**config.mk**
```make
export PLATFORM = sky130hd
export DESIGN_NAME = ldoctl_regs
export DESIGN_NICKNAME = d
export VERILOG_FILES = /design/src/hw/ldoctl_pkg.sv /design/src/hw/ldoctl_fault_latch.sv /design/src/hw/ldoctl_regs.sv /design/src/hw/ldoctl_turnon_timer.sv
export SDC_FILE = /design/constraint.sdc
export NUM_CORES = 1
export LEC_CHECK = 0
export BUFFER_PORTS_ARGS = -buffer_cell sky130_fd_sc_hd__buf_4
export CAP_MARGIN = 5
export CELL_PAD_IN_SITES_DETAIL_PLACEMENT = 1
export CELL_PAD_IN_SITES_GLOBAL_PLACEMENT = 2
export CORE_UTILIZATION = 34
export CTS_CLUSTER_SIZE = 28
export DETAILED_ROUTE_END_ITERATION = 7
export GPL_TIMING_DRIVEN = 0
export PLACE_DENSITY_LB_ADDON = 0.1
export SLEW_MARGIN = 20
export SYNTH_ARGS = -nofsm -noshare
export SYNTH_HDL_FRONTEND = slang
export SYNTH_SLANG_ARGS = --single-unit
```
**constraint.sdc**
```tcl
create_clock -name clk_i -period 2.64 [get_ports clk_i]
set_input_delay 0.264 -clock clk_i [delete_from_list [all_inputs] [get_ports clk_i]]
set_output_delay 0.264 -clock clk_i [all_outputs]
set_load 0.005 [all_outputs]
```
**src/hw/ldoctl_pkg.sv**
```systemverilog
// Purpose: Shared constants, types and decode helpers for the LDO five/six/seven control bank
// Assumes: Byte-wide registers on an 8-bit address space, 40 MHz system clock
// Notes: Reset values are all zero, so every regulator starts disabled

package ldoctl_pkg;

    // Bank geometry
    localparam int NUM_LDO = 3;
    localparam int ADDR_W = 8;
    localparam int DATA_W = 8;
    localparam int VCODE_W = 6;
    localparam int DELAY_W = 3;

    // Register offsets, index 0 = ldo_five, 1 = ldo_six, 2 = ldo_seven
    localparam logic [ADDR_W-1:0] VSEL_ADDR [0:NUM_LDO-1] = '{8'h54, 8'h60, 8'h64};
    localparam logic [ADDR_W-1:0] CTL_ADDR [0:NUM_LDO-1] = '{8'h55, 8'h61, 8'h65};

    // Control register field positions
    localparam int CTL_ENABLE_BIT = 7;
    localparam int CTL_DISCHARGE_BIT = 6;
    localparam int CTL_LOW_QUIESCENT_BIT = 5;
    localparam int CTL_DELAY_MSB = 4;
    localparam int CTL_DELAY_LSB = 2;
    localparam int CTL_FAULT_IE_BIT = 1;
    localparam int CTL_PGOOD_BIT = 0;

    // Voltage select field and its reserved top bits
    localparam int VSEL_CODE_MSB = 5;
    localparam logic [1:0] VSEL_RESERVED = 2'h0;

    // Reset values
    localparam logic [VCODE_W-1:0] VCODE_RESET = 6'h00;
    localparam logic [DELAY_W-1:0] DELAY_RESET = 3'h0;
    localparam logic [DATA_W-1:0] RDATA_IDLE = 8'h00;

    // Turn-on delay timing: one code step is a fixed time
    localparam int CLK_FREQ_HZ = 40_000_000;
    localparam int DELAY_STEP_US = 64;
    localparam int DELAY_STEP_CYCLES = (DELAY_STEP_US * (CLK_FREQ_HZ / 1_000_000));
    localparam int DELAY_CNT_W = 16;

    // Turn-on sequencer states, Gray coded along off, wait, on
    typedef enum logic [1:0] {
        LDOCTL_OFF = 2'b00,
        LDOCTL_WAIT = 2'b01,
        LDOCTL_ON = 2'b11
    } ldoctl_state_e;

    // Looks an address up in an offset table: {hit, index}
    function automatic logic [2:0] addr_lookup(input logic [ADDR_W-1:0] addr,
                                               input logic [ADDR_W-1:0] tbl [0:NUM_LDO-1]);
        logic [2:0] res;
        res = 3'h0;
        for (int k = 0; k < NUM_LDO; k++) begin
            if (addr == tbl[k]) begin
                res = {1'b1, 2'(k)};
            end
        end
        return res;
    endfunction : addr_lookup

endpackage : ldoctl_pkg

```
**src/hw/ldoctl_fault_latch.sv**
```systemverilog
// Purpose: Sticky power-good loss flag for one regulator
// Assumes: pgood_i is synchronous to clk_i
// Notes: A new fault in the clear cycle keeps the flag set

`timescale 1ns/1ps

module ldoctl_fault_latch (
    // Clock and reset
    input wire logic clk_i,
    input wire logic resetn_i,
    // Regulator state
    input wire logic running_i,
    input wire logic pgood_i,
    input wire logic irq_enable_i,
    // Software clear
    input wire logic clear_i,
    // Sticky flag
    output logic fault_o
);

    logic pgood_q;
    logic pgood_fall;

    // Only a loss while running counts; a commanded shutdown is not a fault
    assign pgood_fall = running_i && pgood_q && !pgood_i;

    // Previous power-good sample
    always_ff @(posedge clk_i) begin
        if (!resetn_i) begin
            pgood_q <= 1'b0;
        end else begin
            pgood_q <= pgood_i;
        end
    end

    // Set beats clear
    always_ff @(posedge clk_i) begin
        if (!resetn_i) begin
            fault_o <= 1'b0;
        end else if (pgood_fall && irq_enable_i) begin
            fault_o <= 1'b1;
        end else if (clear_i) begin
            fault_o <= 1'b0;
        end
    end

    a_fall_sets_fault: assert property (@(posedge clk_i) disable iff (!resetn_i)
        (pgood_fall && irq_enable_i) |=> fault_o)
        else $error("power-good loss did not set the fault flag");

    a_masked_no_set: assert property (@(posedge clk_i) disable iff (!resetn_i)
        (!fault_o && !irq_enable_i) |=> !fault_o)
        else $error("fault flag set while fault interrupt disabled");

endmodule : ldoctl_fault_latch

```
**src/hw/ldoctl_regs.sv**
```systemverilog
// Purpose: Control and status register bank for low-dropout regulators five, six and seven
// Assumes: Single-cycle write and read strobes, read data valid in the following cycle only
// Notes: Reading a control register clears that regulator's sticky fault flag
//
// The plain strobed port was decided locally.

`timescale 1ns/1ps

module ldoctl_regs #(
    parameter int TURN_ON_STEP_CYCLES = ldoctl_pkg::DELAY_STEP_CYCLES
) (
    // Clock and reset
    input wire logic clk_i,
    input wire logic resetn_i,
    // Register port
    input wire logic [ldoctl_pkg::ADDR_W-1:0] addr_i,
    input wire logic [ldoctl_pkg::DATA_W-1:0] wdata_i,
    input wire logic wr_i,
    input wire logic rd_i,
    output logic [ldoctl_pkg::DATA_W-1:0] rdata_o,
    // Analog status from the regulators
    input wire logic [ldoctl_pkg::NUM_LDO-1:0] pgood_i,
    // Regulator controls
    output logic [ldoctl_pkg::NUM_LDO-1:0] ldo_run_o,
    output logic [ldoctl_pkg::NUM_LDO-1:0] discharge_o,
    output logic [ldoctl_pkg::NUM_LDO-1:0] low_quiescent_mode_o,
    output logic [ldoctl_pkg::NUM_LDO-1:0][ldoctl_pkg::VCODE_W-1:0] voltage_code_o,
    // Open-drain interrupt pin
    output logic interrupt_out_n_o,
    output logic interrupt_oe_o
);

    localparam int N = ldoctl_pkg::NUM_LDO;

    // Software-visible fields
    logic [ldoctl_pkg::VCODE_W-1:0] voltage_code [0:N-1];
    logic [N-1:0] enable;
    logic [N-1:0] shutdown_discharge_enable;
    logic [N-1:0] low_quiescent_mode;
    logic [ldoctl_pkg::DELAY_W-1:0] delay_code [0:N-1];
    logic [N-1:0] fault_irq_enable;

    // Internal state
    logic [N-1:0] run;
    logic [N-1:0] fault;
    logic [N-1:0] fault_clear;
    logic [2:0] vsel_hit;
    logic [2:0] ctl_hit;
    logic [ldoctl_pkg::DATA_W-1:0] next_rdata;
    logic next_irq;

    // Address decode for both register kinds
    assign vsel_hit = ldoctl_pkg::addr_lookup(addr_i, ldoctl_pkg::VSEL_ADDR);
    assign ctl_hit = ldoctl_pkg::addr_lookup(addr_i, ldoctl_pkg::CTL_ADDR);

    // Voltage code storage; reserved bits are never stored
    always_ff @(posedge clk_i) begin
        if (!resetn_i) begin
            for (int i = 0; i < N; i++) begin
                voltage_code[i] <= ldoctl_pkg::VCODE_RESET;
            end
        end else if (wr_i && vsel_hit[2]) begin
            voltage_code[vsel_hit[1:0]] <= wdata_i[ldoctl_pkg::VSEL_CODE_MSB:0];
        end
    end

    // Control fields; the power-good bit is status, so writes to it are dropped
    always_ff @(posedge clk_i) begin
        if (!resetn_i) begin
            enable <= '0;
            shutdown_discharge_enable <= '0;
            low_quiescent_mode <= '0;
            fault_irq_enable <= '0;
            for (int i = 0; i < N; i++) begin
                delay_code[i] <= ldoctl_pkg::DELAY_RESET;
            end
        end else if (wr_i && ctl_hit[2]) begin
            enable[ctl_hit[1:0]] <= wdata_i[ldoctl_pkg::CTL_ENABLE_BIT];
            shutdown_discharge_enable[ctl_hit[1:0]] <= wdata_i[ldoctl_pkg::CTL_DISCHARGE_BIT];
            low_quiescent_mode[ctl_hit[1:0]] <= wdata_i[ldoctl_pkg::CTL_LOW_QUIESCENT_BIT];
            delay_code[ctl_hit[1:0]] <= wdata_i[ldoctl_pkg::CTL_DELAY_MSB:ldoctl_pkg::CTL_DELAY_LSB];
            fault_irq_enable[ctl_hit[1:0]] <= wdata_i[ldoctl_pkg::CTL_FAULT_IE_BIT];
        end
    end

    // Per-regulator sequencer and fault flag
    for (genvar g = 0; g < N; g++) begin : g_ldo
        // A control read acknowledges that regulator's fault
        assign fault_clear[g] = rd_i && ctl_hit[2] && (ctl_hit[1:0] == 2'(g));

        ldoctl_turnon_timer #(
            .STEP_CYCLES(TURN_ON_STEP_CYCLES)
        ) u_timer (
            .clk_i(clk_i),
            .resetn_i(resetn_i),
            .enable_i(enable[g]),
            .delay_code_i(delay_code[g]),
            .on_o(run[g])
        );

        ldoctl_fault_latch u_fault (
            .clk_i(clk_i),
            .resetn_i(resetn_i),
            .running_i(run[g]),
            .pgood_i(pgood_i[g]),
            .irq_enable_i(fault_irq_enable[g]),
            .clear_i(fault_clear[g]),
            .fault_o(fault[g])
        );

        // Field outputs come straight from the field flops
        assign low_quiescent_mode_o[g] = low_quiescent_mode[g];
        assign voltage_code_o[g] = voltage_code[g];

        a_discharge_when_off: assert property (@(posedge clk_i) disable iff (!resetn_i)
            ##1 (discharge_o[g] == ($past(shutdown_discharge_enable[g]) && !$past(run[g]))))
            else $error("discharge path does not follow shutdown state");

        a_run_follows_enable: assert property (@(posedge clk_i) disable iff (!resetn_i)
            (run[g] && !enable[g]) |=> !run[g])
            else $error("regulator kept running after disable");
    end

    // Regulator run outputs are the sequencer flops
    assign ldo_run_o = run;

    // Discharge only while shut down, including the turn-on wait
    always_ff @(posedge clk_i) begin
        if (!resetn_i) begin
            discharge_o <= '0;
        end else begin
            discharge_o <= shutdown_discharge_enable & ~run;
        end
    end

    // Read mux; idle cycles return zero so the data only stand after a read
    always_comb begin
        next_rdata = ldoctl_pkg::RDATA_IDLE;
        if (rd_i && vsel_hit[2]) begin
            next_rdata = {ldoctl_pkg::VSEL_RESERVED, voltage_code[vsel_hit[1:0]]};
        end else if (rd_i && ctl_hit[2]) begin
            next_rdata[ldoctl_pkg::CTL_ENABLE_BIT] = enable[ctl_hit[1:0]];
            next_rdata[ldoctl_pkg::CTL_DISCHARGE_BIT] = shutdown_discharge_enable[ctl_hit[1:0]];
            next_rdata[ldoctl_pkg::CTL_LOW_QUIESCENT_BIT] = low_quiescent_mode[ctl_hit[1:0]];
            next_rdata[ldoctl_pkg::CTL_DELAY_MSB:ldoctl_pkg::CTL_DELAY_LSB] = delay_code[ctl_hit[1:0]];
            next_rdata[ldoctl_pkg::CTL_FAULT_IE_BIT] = fault_irq_enable[ctl_hit[1:0]];
            next_rdata[ldoctl_pkg::CTL_PGOOD_BIT] = pgood_i[ctl_hit[1:0]];
        end
    end

    // Read data register
    always_ff @(posedge clk_i) begin
        if (!resetn_i) begin
            rdata_o <= ldoctl_pkg::RDATA_IDLE;
        end else begin
            rdata_o <= next_rdata;
        end
    end

    // Masking the enable later also hides an already latched fault
    assign next_irq = |(fault & fault_irq_enable);

    // Open-drain pin: drive low while any enabled fault is pending
    always_ff @(posedge clk_i) begin
        if (!resetn_i) begin
            interrupt_oe_o <= 1'b0;
            interrupt_out_n_o <= 1'b1;
        end else begin
            interrupt_oe_o <= next_irq;
            interrupt_out_n_o <= !next_irq;
        end
    end

    a_ctl_readback: assert property (@(posedge clk_i) disable iff (!resetn_i)
        (rd_i && ctl_hit[2]) |=> (rdata_o[ldoctl_pkg::CTL_ENABLE_BIT] == $past(enable[ctl_hit[1:0]])
            && rdata_o[ldoctl_pkg::CTL_DELAY_MSB:ldoctl_pkg::CTL_DELAY_LSB] == $past(delay_code[ctl_hit[1:0]])))
        else $error("control read returned wrong enable or delay");

    a_pgood_report: assert property (@(posedge clk_i) disable iff (!resetn_i)
        (rd_i && ctl_hit[2]) |=> (rdata_o[ldoctl_pkg::CTL_PGOOD_BIT] == $past(pgood_i[ctl_hit[1:0]])))
        else $error("power-good bit does not match the regulator");

    a_vsel_reserved: assert property (@(posedge clk_i) disable iff (!resetn_i)
        (rd_i && vsel_hit[2]) |=> (rdata_o[ldoctl_pkg::DATA_W-1:ldoctl_pkg::VSEL_CODE_MSB+1] == ldoctl_pkg::VSEL_RESERVED
            && rdata_o[ldoctl_pkg::VSEL_CODE_MSB:0] == $past(voltage_code[vsel_hit[1:0]])))
        else $error("voltage select readback wrong");

    a_vsel_write_back: assert property (@(posedge clk_i) disable iff (!resetn_i)
        (wr_i && vsel_hit[2]) ##1 (rd_i && addr_i == $past(addr_i))
            |=> (rdata_o[ldoctl_pkg::VSEL_CODE_MSB:0] == $past(wdata_i[ldoctl_pkg::VSEL_CODE_MSB:0], 2)))
        else $error("voltage code write not stored");

    a_quiescent_write: assert property (@(posedge clk_i) disable iff (!resetn_i)
        (wr_i && ctl_hit[2])
            |=> (low_quiescent_mode_o[$past(ctl_hit[1:0])] == $past(wdata_i[ldoctl_pkg::CTL_LOW_QUIESCENT_BIT])))
        else $error("low quiescent mode output did not take the write");

    a_unmapped_zero: assert property (@(posedge clk_i) disable iff (!resetn_i)
        (!(rd_i && (vsel_hit[2] || ctl_hit[2]))) |=> (rdata_o == ldoctl_pkg::RDATA_IDLE))
        else $error("read data not idle after unmapped or no read");

    a_irq_masked: assert property (@(posedge clk_i) disable iff (!resetn_i)
        ((fault & fault_irq_enable) == '0) |=> (interrupt_out_n_o && !interrupt_oe_o))
        else $error("interrupt driven with no enabled fault");

    a_irq_on_fault: assert property (@(posedge clk_i) disable iff (!resetn_i)
        ((fault & fault_irq_enable) != '0) |=> (!interrupt_out_n_o && interrupt_oe_o))
        else $error("enabled fault did not pull the interrupt");

endmodule : ldoctl_regs

```
**src/hw/ldoctl_turnon_timer.sv**
```systemverilog
// Purpose: Per-regulator turn-on sequencer that waits a coded delay after enable
// Assumes: delay_code_i may change at any time; the new value applies at once
// Notes: Disable is immediate, there is no turn-off delay

`timescale 1ns/1ps

module ldoctl_turnon_timer #(
    parameter int STEP_CYCLES = ldoctl_pkg::DELAY_STEP_CYCLES
) (
    // Clock and reset
    input wire logic clk_i,
    input wire logic resetn_i,
    // Control
    input wire logic enable_i,
    input wire logic [ldoctl_pkg::DELAY_W-1:0] delay_code_i,
    // Regulator run request
    output logic on_o
);

    ldoctl_pkg::ldoctl_state_e state;
    ldoctl_pkg::ldoctl_state_e next_state;
    logic [ldoctl_pkg::DELAY_CNT_W-1:0] count;
    logic [ldoctl_pkg::DELAY_CNT_W-1:0] target;

    // Wait length is code times one step
    assign target = ldoctl_pkg::DELAY_CNT_W'(ldoctl_pkg::DELAY_CNT_W'(delay_code_i)
                    * ldoctl_pkg::DELAY_CNT_W'(STEP_CYCLES));

    // Next state; enable low always wins so shutdown never waits
    always_comb begin
        next_state = state;
        case (state)
            ldoctl_pkg::LDOCTL_OFF: begin
                if (enable_i) begin
                    next_state = ldoctl_pkg::LDOCTL_WAIT;
                end
            end
            ldoctl_pkg::LDOCTL_WAIT: begin
                if (!enable_i) begin
                    next_state = ldoctl_pkg::LDOCTL_OFF;
                end else if (count >= target) begin
                    next_state = ldoctl_pkg::LDOCTL_ON;
                end
            end
            ldoctl_pkg::LDOCTL_ON: begin
                if (!enable_i) begin
                    next_state = ldoctl_pkg::LDOCTL_OFF;
                end
            end
            default: begin
                next_state = ldoctl_pkg::LDOCTL_OFF;
            end
        endcase
    end

    // State and registered run output
    always_ff @(posedge clk_i) begin
        if (!resetn_i) begin
            state <= ldoctl_pkg::LDOCTL_OFF;
            on_o <= 1'b0;
        end else begin
            state <= next_state;
            on_o <= (next_state == ldoctl_pkg::LDOCTL_ON);
        end
    end

    // Wait counter, restarts on every entry to the wait state
    always_ff @(posedge clk_i) begin
        if (!resetn_i) begin
            count <= '0;
        end else if (state != ldoctl_pkg::LDOCTL_WAIT) begin
            count <= '0;
        end else if (count < target) begin
            count <= count + 1'b1;
        end
    end

    a_on_needs_enable: assert property (@(posedge clk_i) disable iff (!resetn_i)
        on_o |-> $past(enable_i))
        else $error("regulator running without enable");

    a_delay_not_done: assert property (@(posedge clk_i) disable iff (!resetn_i)
        (state == ldoctl_pkg::LDOCTL_WAIT && count < target) |=> !on_o)
        else $error("regulator turned on before its delay ran out");

endmodule : ldoctl_turnon_timer
```
# ---- Word-level counts from Yosys, hierarchy flattened
# Memories as Yosys holds them, arrays and structs flattened.
# Index checks and enable logic that the tools add are counted.
# Widths: inputs -> output; s select.
dict set report totals {
  word_cells 158
  in_bits 23
  ramBits 27
  reg_bits 88
  output_inout_bits 37
  mem_count 2
}
dict set report op_classes {
  mul 3
  add_sub_neg 3
  n_lt_le_gt_ge 8
  reduce_logical 35
  bitwise 5
  n_eq_ne 20
  muxes 58
}
# memory words width read_ports rd_ports_with_merged_regs wr line
set memory_table {}
lappend memory_table {voltage_code 3 6 4 0 3 ldoctl_regs.sv:36} ;# logic [ldoctl_pkg::VCODE_W-1:0] voltage_code [0:N-1];
lappend memory_table {delay_code 3 3 4 0 3 ldoctl_regs.sv:40} ;# logic [ldoctl_pkg::DELAY_W-1:0] delay_code [0:N-1];
# operator n
set op_table {}
lappend op_table {{$add 16x1->16 const B} 3}
lappend op_table {{$eq 8x7->1 const B} 6}
lappend op_table {{$ge 16x15->1} 3}
lappend op_table {{$lt 16x15->1} 3}
lappend op_table {{$mux 2} 14}
lappend op_table {{$mux 1} 21}
lappend op_table {{$mux 3} 7}
lappend op_table {{$mul 3x3->6 const B} 3}
lappend op_table {{$mux 6} 3}
lappend op_table {{$pmux 2 s3} 3}
lappend op_table {{$logic_and 1x1->1} 17}
lappend op_table {{$eq 2x2->1 const B} 7}
lappend op_table {{$bwmux 3} 4}
lappend op_table {{$bmux 1 s2} 5}
lappend op_table {{$reduce_or 3->1} 3}
lappend op_table {{$eq 2x1->1 const B} 4}
lappend op_table {{$logic_not 2->1} 4}
lappend op_table {{$and 3x3->3} 2}
lappend op_table {{$ne 2x1->1 const B} 3}
lappend op_table {{$reduce_bool 2->1} 3}
lappend op_table {{$reduce_or 2->1} 3}
lappend op_table {{$reduce_or 6->1} 1}
lappend op_table {{$logic_not 1->1} 4}
lappend op_table {{$lt 2x3->1 const B} 1}
lappend op_table {{4 further kinds} 5}

# ---- Depth between registers and ports, before layout
# Gate-level depths: netlist of run 1.
dict set report depth {
  word_depth 10
  ltp_mapped 11
  mapped_depth_nobuf 10
}

# ---- Modules after synthesis
# From an unflattened synthesis of run 1, not the netlist that was laid out.
dict set report unflattened {
  cells_unflattened 612
  area_unflattened_um2 5954.5
}
# mod cells_per_inst n_inst seq_area_each_um2 area_per_inst_um2
set modules_own_cells {}
lappend modules_own_cells {ldoctl_regs 194 1 1311.3 2301.0}
lappend modules_own_cells {{ldoctl_turnon_timer (g_ldo[0].u_timer)} 134 1 380.4 1154.9}
lappend modules_own_cells {{ldoctl_turnon_timer (g_ldo[2].u_timer)} 133 1 380.4 1147.4}
lappend modules_own_cells {{ldoctl_turnon_timer (g_ldo[1].u_timer)} 133 1 380.4 1141.1}
lappend modules_own_cells {ldoctl_fault_latch 6 3 40.0 70.1}

# ---- Least setup slack after synthesis of run 1
# No wires, ideal clock.
dict set report synth_path {
  path_type {flip-flop to flip-flop}
  from {memory delay_code[1][0] (netlist bit)}
  to {register g_ldo[1].u_timer.count[9] (netlist bit)}
  required_ns 2.512
  period_less_slack_ns 2.537
  n_path_buf 0
  setup_ns 0.128
  arrival_time_ns 2.410
  path_slack_ns 0.103
  path_stages_with_launch 11
  cell_sequence {edfxtp_1 ha_1 ha_1 ha_1 inv_1 ha_1 a21o_1 a2111oi_4 nand4_1 xnor2_1 nor2_1}
}
# element line
set synth_lines {}
lappend synth_lines {{start: declaration} ldoctl_regs.sv:40}
lappend synth_lines {{end signal: assignment} ldoctl_turnon_timer.sv:74} ;# count <= count + 1'b1;
lappend synth_lines {{end: declaration} ldoctl_turnon_timer.sv:22} ;# logic [ldoctl_pkg::DELAY_CNT_W-1:0] count;

==> metrics.txt, run 1 <==
outcome completed; Clock Skews 0.00776 ns; Rows 47; Die Area 0.0173 mm²; min cycle time layout 2.60 ns; Root Driver clkbuf_16; # setup viols final 0; EDFF count, synth 27; clock tree sinks 115; Peak VDD IR 0.000467 V; Crit Path Max Fanout 5; number of H-tree levels 4; Worst slew margin 29.5%; unrepaired setup endpoints after global routing yes; first-pass GRT wire length 25200 µm; via count 4605; Distinct cells, synth 51; CTS clk-pin slew, worst paths 0.06 ns; largest net degree at the start of global routing 17; Synth area leader dfxtp_1; PnR worst setup slack 0.0393 ns; Antenna diodes 0; reg2reg path depth 11; crit path launch type register; initial core utilization 34.7%; CTS Buf Count 17; vias in the first global route 4861; CP startpoint delay_code[2][2]; pre-CTS setup slack -0.326 ns; ys flop type dfxtp_1; RePlAce Congestion 0.766; drt pass-1 iters 4; Async S/R FF share, synth 0%; CTS tree done; reg2reg start delay_code[2][2]; DR WL/cell 17.2 µm; YS warnings 0; core area 0.0165 mm²; clk_lat worst skew 0.41 ns; chip width 132 µm; Max Freq 0.385 GHz; Seq/Total Area, Yosys 45.0%; initial antenna violation count 0; CTS Hold Bufs 0; worst hold path type in2reg; final wirelength 15800 µm; post-route ant nets 0; syn nets 642; CP Capture Point g_ldo[2].u_timer.count[11]; Area Overhead vs Synth 30.1%; Arrival @ worst endpoint 2.89 ns; max cap viols 0; CP Class reg2reg; Final Cycle Share 98.5%; Synth area leaders dfxtp_1, edfxtp_1, ha_1, nor2_1, xnor2_1; number of vias per cell 5.01; post-synth top area share 30.8%; FF-to-FF End g_ldo[2].u_timer.count[11]; number of remaining DRC errors 0; Crit. End Element register; fin. max-slew vios 0; port buffer count 59; Gate Count Post-Synth 586; r2r setup slk 0.04 ns; power density over the cells 585 mW/mm²; HPWL after DPL 11400 µm; CTS max path bufs 2; endpoints failing hold 0; Synth Register Bits 115; die height 132 µm; Iteration-0 DRC Markers 154; all-layer global routing usage 18.8%; worst-margin pin slew 1.05 ns; share of layout cells above drive strength 1 24.6%; grt ovf 0; Post-Synthesis Cell Area 0.00571 mm²; Layout Nets 742; Mapped Avg Cell Area 9.75 µm²; I/O pins 60; leakage 2.74 nW; worst hold slack 0.0832 ns; Critical Path RT 2.93 ns
[power by group]
part	switching, mW	internal, mW	total (mW)
clock network	0.807	1.47	2.27
registers	0.0168	1.83	1.84
logic	0.127	0.106	0.233
total	0.951	3.40	4.35
[worst max-delay path, stage by stage, from the launching register on]
cell and delay (ns):
edfxtp_1 0.41, ha_2 0.22, ha_4 0.16, ha_4 0.25, inv_2 0.04, ha_4 0.21, a21o_1 0.16, a211o_4 0.38
buf_12 0.15, nor4_4 0.29, xnor2_1 0.16, nor2_1 0.06
[cell type report]
type / count / area (µm²)
Clock inverter: 12 / 139
Multi-Input combinational cell: 416 / 3100
Fill cell: 1869 / 9030
Buffer: 25 / 148
Timing Repair Buffer: 81 / 654
Inverter: 30 / 113
Tap cell: 220 / 275
Clock buffer: 20 / 437
Sequential cell: 115 / 2570
[stage by stage]
step | instance area [µm²] | power, mW | cells | setup TNS, ns | util [%]
2_1_floorplan | 5710 | 1.98 | 586 | 0 | -
3_3_place_gp | 6430 | 2.08 | 865 | -2.11 | 39.1
3_5_place_dp | 6430 | 2.09 | 865 | -3.27 | 39.1
4_1_cts | 7080 | 4.39 | 904 | -0.0354 | 43.0
5_1_grt | 7430 | 4.50 | 919 | -0.206 | 45.2
6_report | 7430 | 4.35 | 919 | 0 | 45.2
[metal layers]
| metal | GRT usage, % | part of all wire (%) | vias to the layer above |
|---|---|---|---|
| met5 | 0 | 0 | - |
| met2 | 32.2 | 50 | 65 |
| li1 | - | - | 2269 |
| met1 | 23.2 | 46 | 2261 |
| met3 | 4.63 | 3.4 | 10 |
| met4 | 5.23 | 0.84 | 0 |
[sequential cells by signal, summed over array words and instances, names as in the netlist, 6 cells and up]
name                 count
g_ldo.u_timer.count     48
voltage_code            18
delay_code               9
rdata_o                  8
g_ldo.u_timer.state      6
[cells by family after synthesis]
kind of cell	count (synthesis)	synth area share, %
compound gates	64	7.97
xor+xnor	42	6.44
fa+ha+maj	33	7.23
buf+inv	55	4.18
flops	115	45.0
mux	20	3.64
simple gates	257	25.5
[cell usage in the layout, fill, tap and decap left out, types with 4 or more instances in the layout]
master     count
nand4_1       15
buf_2          6
a31oi_1        6
inv_1         26
a211oi_1      12
dfxtp_1       88
inv_2          4
clkbuf_16     18
nor4b_2        4
xor2_1        12
o21ai_0       16
nand3_1       29
buf_4         82
and2_1        22
xnor2_1       30
nand4b_1       7
ha_4           7
a21oi_1       13
nor2b_1        7
nor4_2         5
nor3b_1        4
and4_1         6
nor3_4         5
nor4_1         5
and3_1        11
edfxtp_1      27
ha_1          23
mux2i_1       14
nor2_1        77
clkbuf_1      13
nand2_1       35
o32ai_1        5
mux2_2         6
[synthesized netlist by cell type (4+ instances only)]
cell	n
dfxtp_1	88
nor2_1	77
nand2_1	36
ha_1	33
xnor2_1	30
inv_1	29
nand3_1	29
edfxtp_1	27
and2_1	22
o21ai_0	16
nand4_1	15
mux2i_1	14
a211oi_1	13
a21oi_1	13
xor2_1	12
and3_1	11
clkbuf_1	10
buf_2	8
nor4_1	8
nand4b_1	7
nor2b_1	7
a31oi_1	6
and4_1	6
mux2_2	6
nor3_2	6
o32ai_1	5
buf_4	4
nor3b_1	4
nor4b_1	4
[worst min path at each step]
| stage | from | to | slack (ns) | cells past startpoint |
|---|---|---|---|---|
| after global routing | pgood_i[0] | g_ldo[0].u_fault.pgood_q | 0.07 | 2 |
| after global placement | g_ldo[1].u_timer.state[1] | g_ldo[1].u_timer.state[0] | 0.45 | 1 |
| after floorplan | pgood_i[0] | g_ldo[0].u_fault.pgood_q | 0.39 | 1 |
| after CTS | pgood_i[0] | g_ldo[0].u_fault.pgood_q | 0.06 | 2 |
| after detailed placement | g_ldo[0].u_timer.state[1] | g_ldo[0].u_timer.state[0] | 0.45 | 1 |
| final | pgood_i[0] | g_ldo[0].u_fault.pgood_q | 0.08 | 2 |
[timing repair]
action | CTS | global route
setup buffers | 7 | 14
pin swaps | 3 | 25
endpoints found under the setup margin | 41 | 41
gates resized for setup | 5 | 33
cloned | 0 | 1
No activity file was read; power rests on OpenSTA's default activity.
==> run 2: changes to the inputs <==
--- a/config.mk
+++ b/config.mk
@@ -17,4 +17,5 @@
 export SLEW_MARGIN = 20
 export SYNTH_ARGS = -nofsm -noshare
 export SYNTH_HDL_FRONTEND = slang
+export SYNTH_HIERARCHICAL = 1
 export SYNTH_SLANG_ARGS = --single-unit
==> metrics.txt, run 2 <==
outcome complete, but fails checks; failing checks negative setup slack; min cycle time layout 2.75 ns (+0.149 ns); max reg flops 48 (unchanged); HPWL after DPL 12700 µm (+11%); Final Cycle Share 104% (+5.7 points); CTS tree done; CTS clk-pin slew, worst paths 0.06 ns (about the same); first-pass GRT wire length 29100 µm (+15%); most common cell in the synthesized netlist dfxtp_1; Post-Synthesis Cell Area 0.00595 mm² (+4.2%); Post-DP Area 0.00673 mm² (+4.6%); Die Area 0.0180 mm² (+4.2%); Arrival @ worst endpoint 3.09 ns (+0.20 ns); initial antenna violation count 0 (unchanged); commonest non-fill, non-tap cell in the layout dfxtp_1; Async S/R FF share, synth 0% (unchanged); number of vias per cell 5.51 (+9.9%); unrepaired setup endpoints after global routing yes; initial core utilization 34.7% (about the same); Crit. End Element register; Gate Count Post-Synth 612 (+4.4%); post-route ant nets 0 (unchanged); all-layer global routing usage 20.8% (+2.0 points); # setup viols final 22 (+22); clock tree sinks 115 (unchanged); RePlAce Congestion 0.787 (+2.7%); die height 134 µm (+2.1%); CTS max path bufs 2 (unchanged); Critical Path RT 2.98 ns (+0.05 ns); CTS Hold Bufs 0 (unchanged); Fillers 1947 (+4.2%); vias in the first global route 5491 (+13%); r2r setup slk -0.11 ns (-0.15 ns); Largest Register g_ldo.u_timer/count; YS warnings 6 (+6); Distinct cells, synth 57 (+12%); fin. max-slew vios 0 (unchanged); max cap viols 0 (unchanged); crit path launch type register; Area Overhead vs Synth 34.3%; biggest regs g_ldo.u_timer/count x48, voltage_code x18, delay_code x9; grt ovf 0 (unchanged); CP Class reg2reg; core area 0.0172 mm² (+4.3%); Commonest cells post-synth dfxtp_1, a21oi_1, inv_1, nand2_1, nor2_1; port buffer count 59 (unchanged); CP startpoint delay_code[2][0]; Seq/Total Area, Yosys 43.2% (-1.8 points); pre-CTS setup slack -0.433 ns (-0.107 ns); CTS Buf Count 17 (unchanged); Synth Register Bits 115 (unchanged); Rows 48 (+2.1%); syn nets 668 (+4.0%); post-synth top area share 29.6% (-1.3 points); Max Freq 0.364 GHz (-5.4%); Mapped Avg Cell Area 9.73 µm² (-0.20%); FF/Latch Area 0.00257 mm² (unchanged); reg2reg start delay_code[2][0]; CP Capture Point g_ldo[2].u_timer/count[14]; PnR worst setup slack -0.110 ns (-0.149 ns); clk_lat worst skew 0.41 ns (about the same); final wirelength 18300 µm (+16%); worst hold slack 0.0935 ns (+0.0102 ns); leakage 2.85 nW (+4.0%); drt pass-1 iters 4 (unchanged); largest net degree at the start of global routing 19 (+2); ys flop type dfxtp_1; number of H-tree levels 4 (unchanged); EDFF count, synth 27 (unchanged); Layout Nets 774 (+4.3%); Root Driver clkbuf_16; endpoints failing hold 0 (unchanged); fin area 0.00800 mm² (+7.6%); DR WL/cell 19.2 µm (+11%); worst hold path type in2reg; reg2reg path depth 10 (-1); power density over the cells 561 mW/mm² (-4.1%); FF-to-FF End g_ldo[2].u_timer/count[14]; number of remaining DRC errors 0 (unchanged); share of layout cells above drive strength 1 32.2% (+7.6 points); Iteration-0 DRC Markers 232 (+51%); worst-margin pin slew 0.970 ns (-0.0763 ns); Crit Path Max Fanout 5 (unchanged); Multi-input gate area 0.00350 mm² (+13%); I/O pins 60 (unchanged); Synth area leaders dfxtp_1, edfxtp_1, ha_1, a21oi_1, o31ai_1; via count 5259 (+14%); Worst slew margin 34.6% (+5.1 points); chip width 134 µm (+2.1%); Clock Skews 0.00732 ns (-0.000439 ns); Peak VDD IR 0.000447 V (-4.4%); Antenna diodes 0 (unchanged); Synth area leader dfxtp_1; commonest cells after routing, fill and taps aside dfxtp_1, buf_4, nand2_1, inv_1, nor2_1
run 2: kinds of logic after synthesis:
logic type / share of synthesized area [%]
and+or+nand+nor: 21.5
muxes: 6.14
AOI/OAI and AO/OA: 16.8
DFF: 43.2
buffers and inverters: 5.46
adders and majority gates: 6.93
run 2: final cells by class:
cell class,count,share of cell area [%]
tap,225,3.52
clock inverter,9,1.63
multi-input combinational,428,43.7
timing repair buffer,88,8.53
buffer,28,2.60
clock buffer,22,5.94
sequential,115,32.2
inverter,40,1.88
run 2: critical path: stages, from the launching register on:
cell and delay (ns):
edfxtp_1 0.41, ha_2 0.21, ha_4 0.16, ha_4 0.25, inv_2 0.03, ha_4 0.20, a21o_1 0.18, a2111o_1 0.49
buf_6 0.17, or4_4 0.42, a21oi_2 0.15
run 2: metrics by stage:
stage | instances | power, mW | utilization, % | setup TNS, ns
after floorplan | 612 | 1.99 | - | -0.0916
after global placement | 896 | 2.10 | 39.2 | -9.38
after detailed placement | 896 | 2.10 | 39.2 | -13.21
after CTS | 946 | 4.52 | 45.0 | -1.40
after global routing | 955 | 4.66 | 46.6 | -2.98
final | 955 | 4.48 | 46.6 | -0.883
run 2: repair_timing:
action                                  CTS  global route
cloned                                    2             0
pin swaps                                39            31
endpoints found under the setup margin   48            47
gates resized for setup                  45            54
setup buffers                            18            10
run 2: how the worst min path moves through the flow:
stage / endpoint / start / cells past startpoint
floorplan: enable[1] / wdata_i[7] / 1
global placement: g_ldo[2].u_timer/state[0] / g_ldo[2].u_timer/state[1] / 1
detailed placement: discharge_o[2] / shutdown_discharge_enable[2] / 2
CTS: g_ldo[1].u_fault/pgood_q / pgood_i[1] / 2
global route: shutdown_discharge_enable[1] / wdata_i[6] / 2
finish: shutdown_discharge_enable[0] / wdata_i[6] / 2
run 2: power breakdown:
group | leakage, nW | switching (mW) | internal (mW)
sequential | 0.966 | 0.0170 | 1.83
clock | 0.295 | 0.826 | 1.56
combinational | 1.59 | 0.138 | 0.120
run 2: per-layer routing:
layer,vias to the layer above,routed length [µm],GRT usage (%)
met5,-,0,0
met4,0,337,6.49
met3,26,518,4.95
met2,75,9080,34.9
met1,2627,8370,26.4
li1,2531,-,-
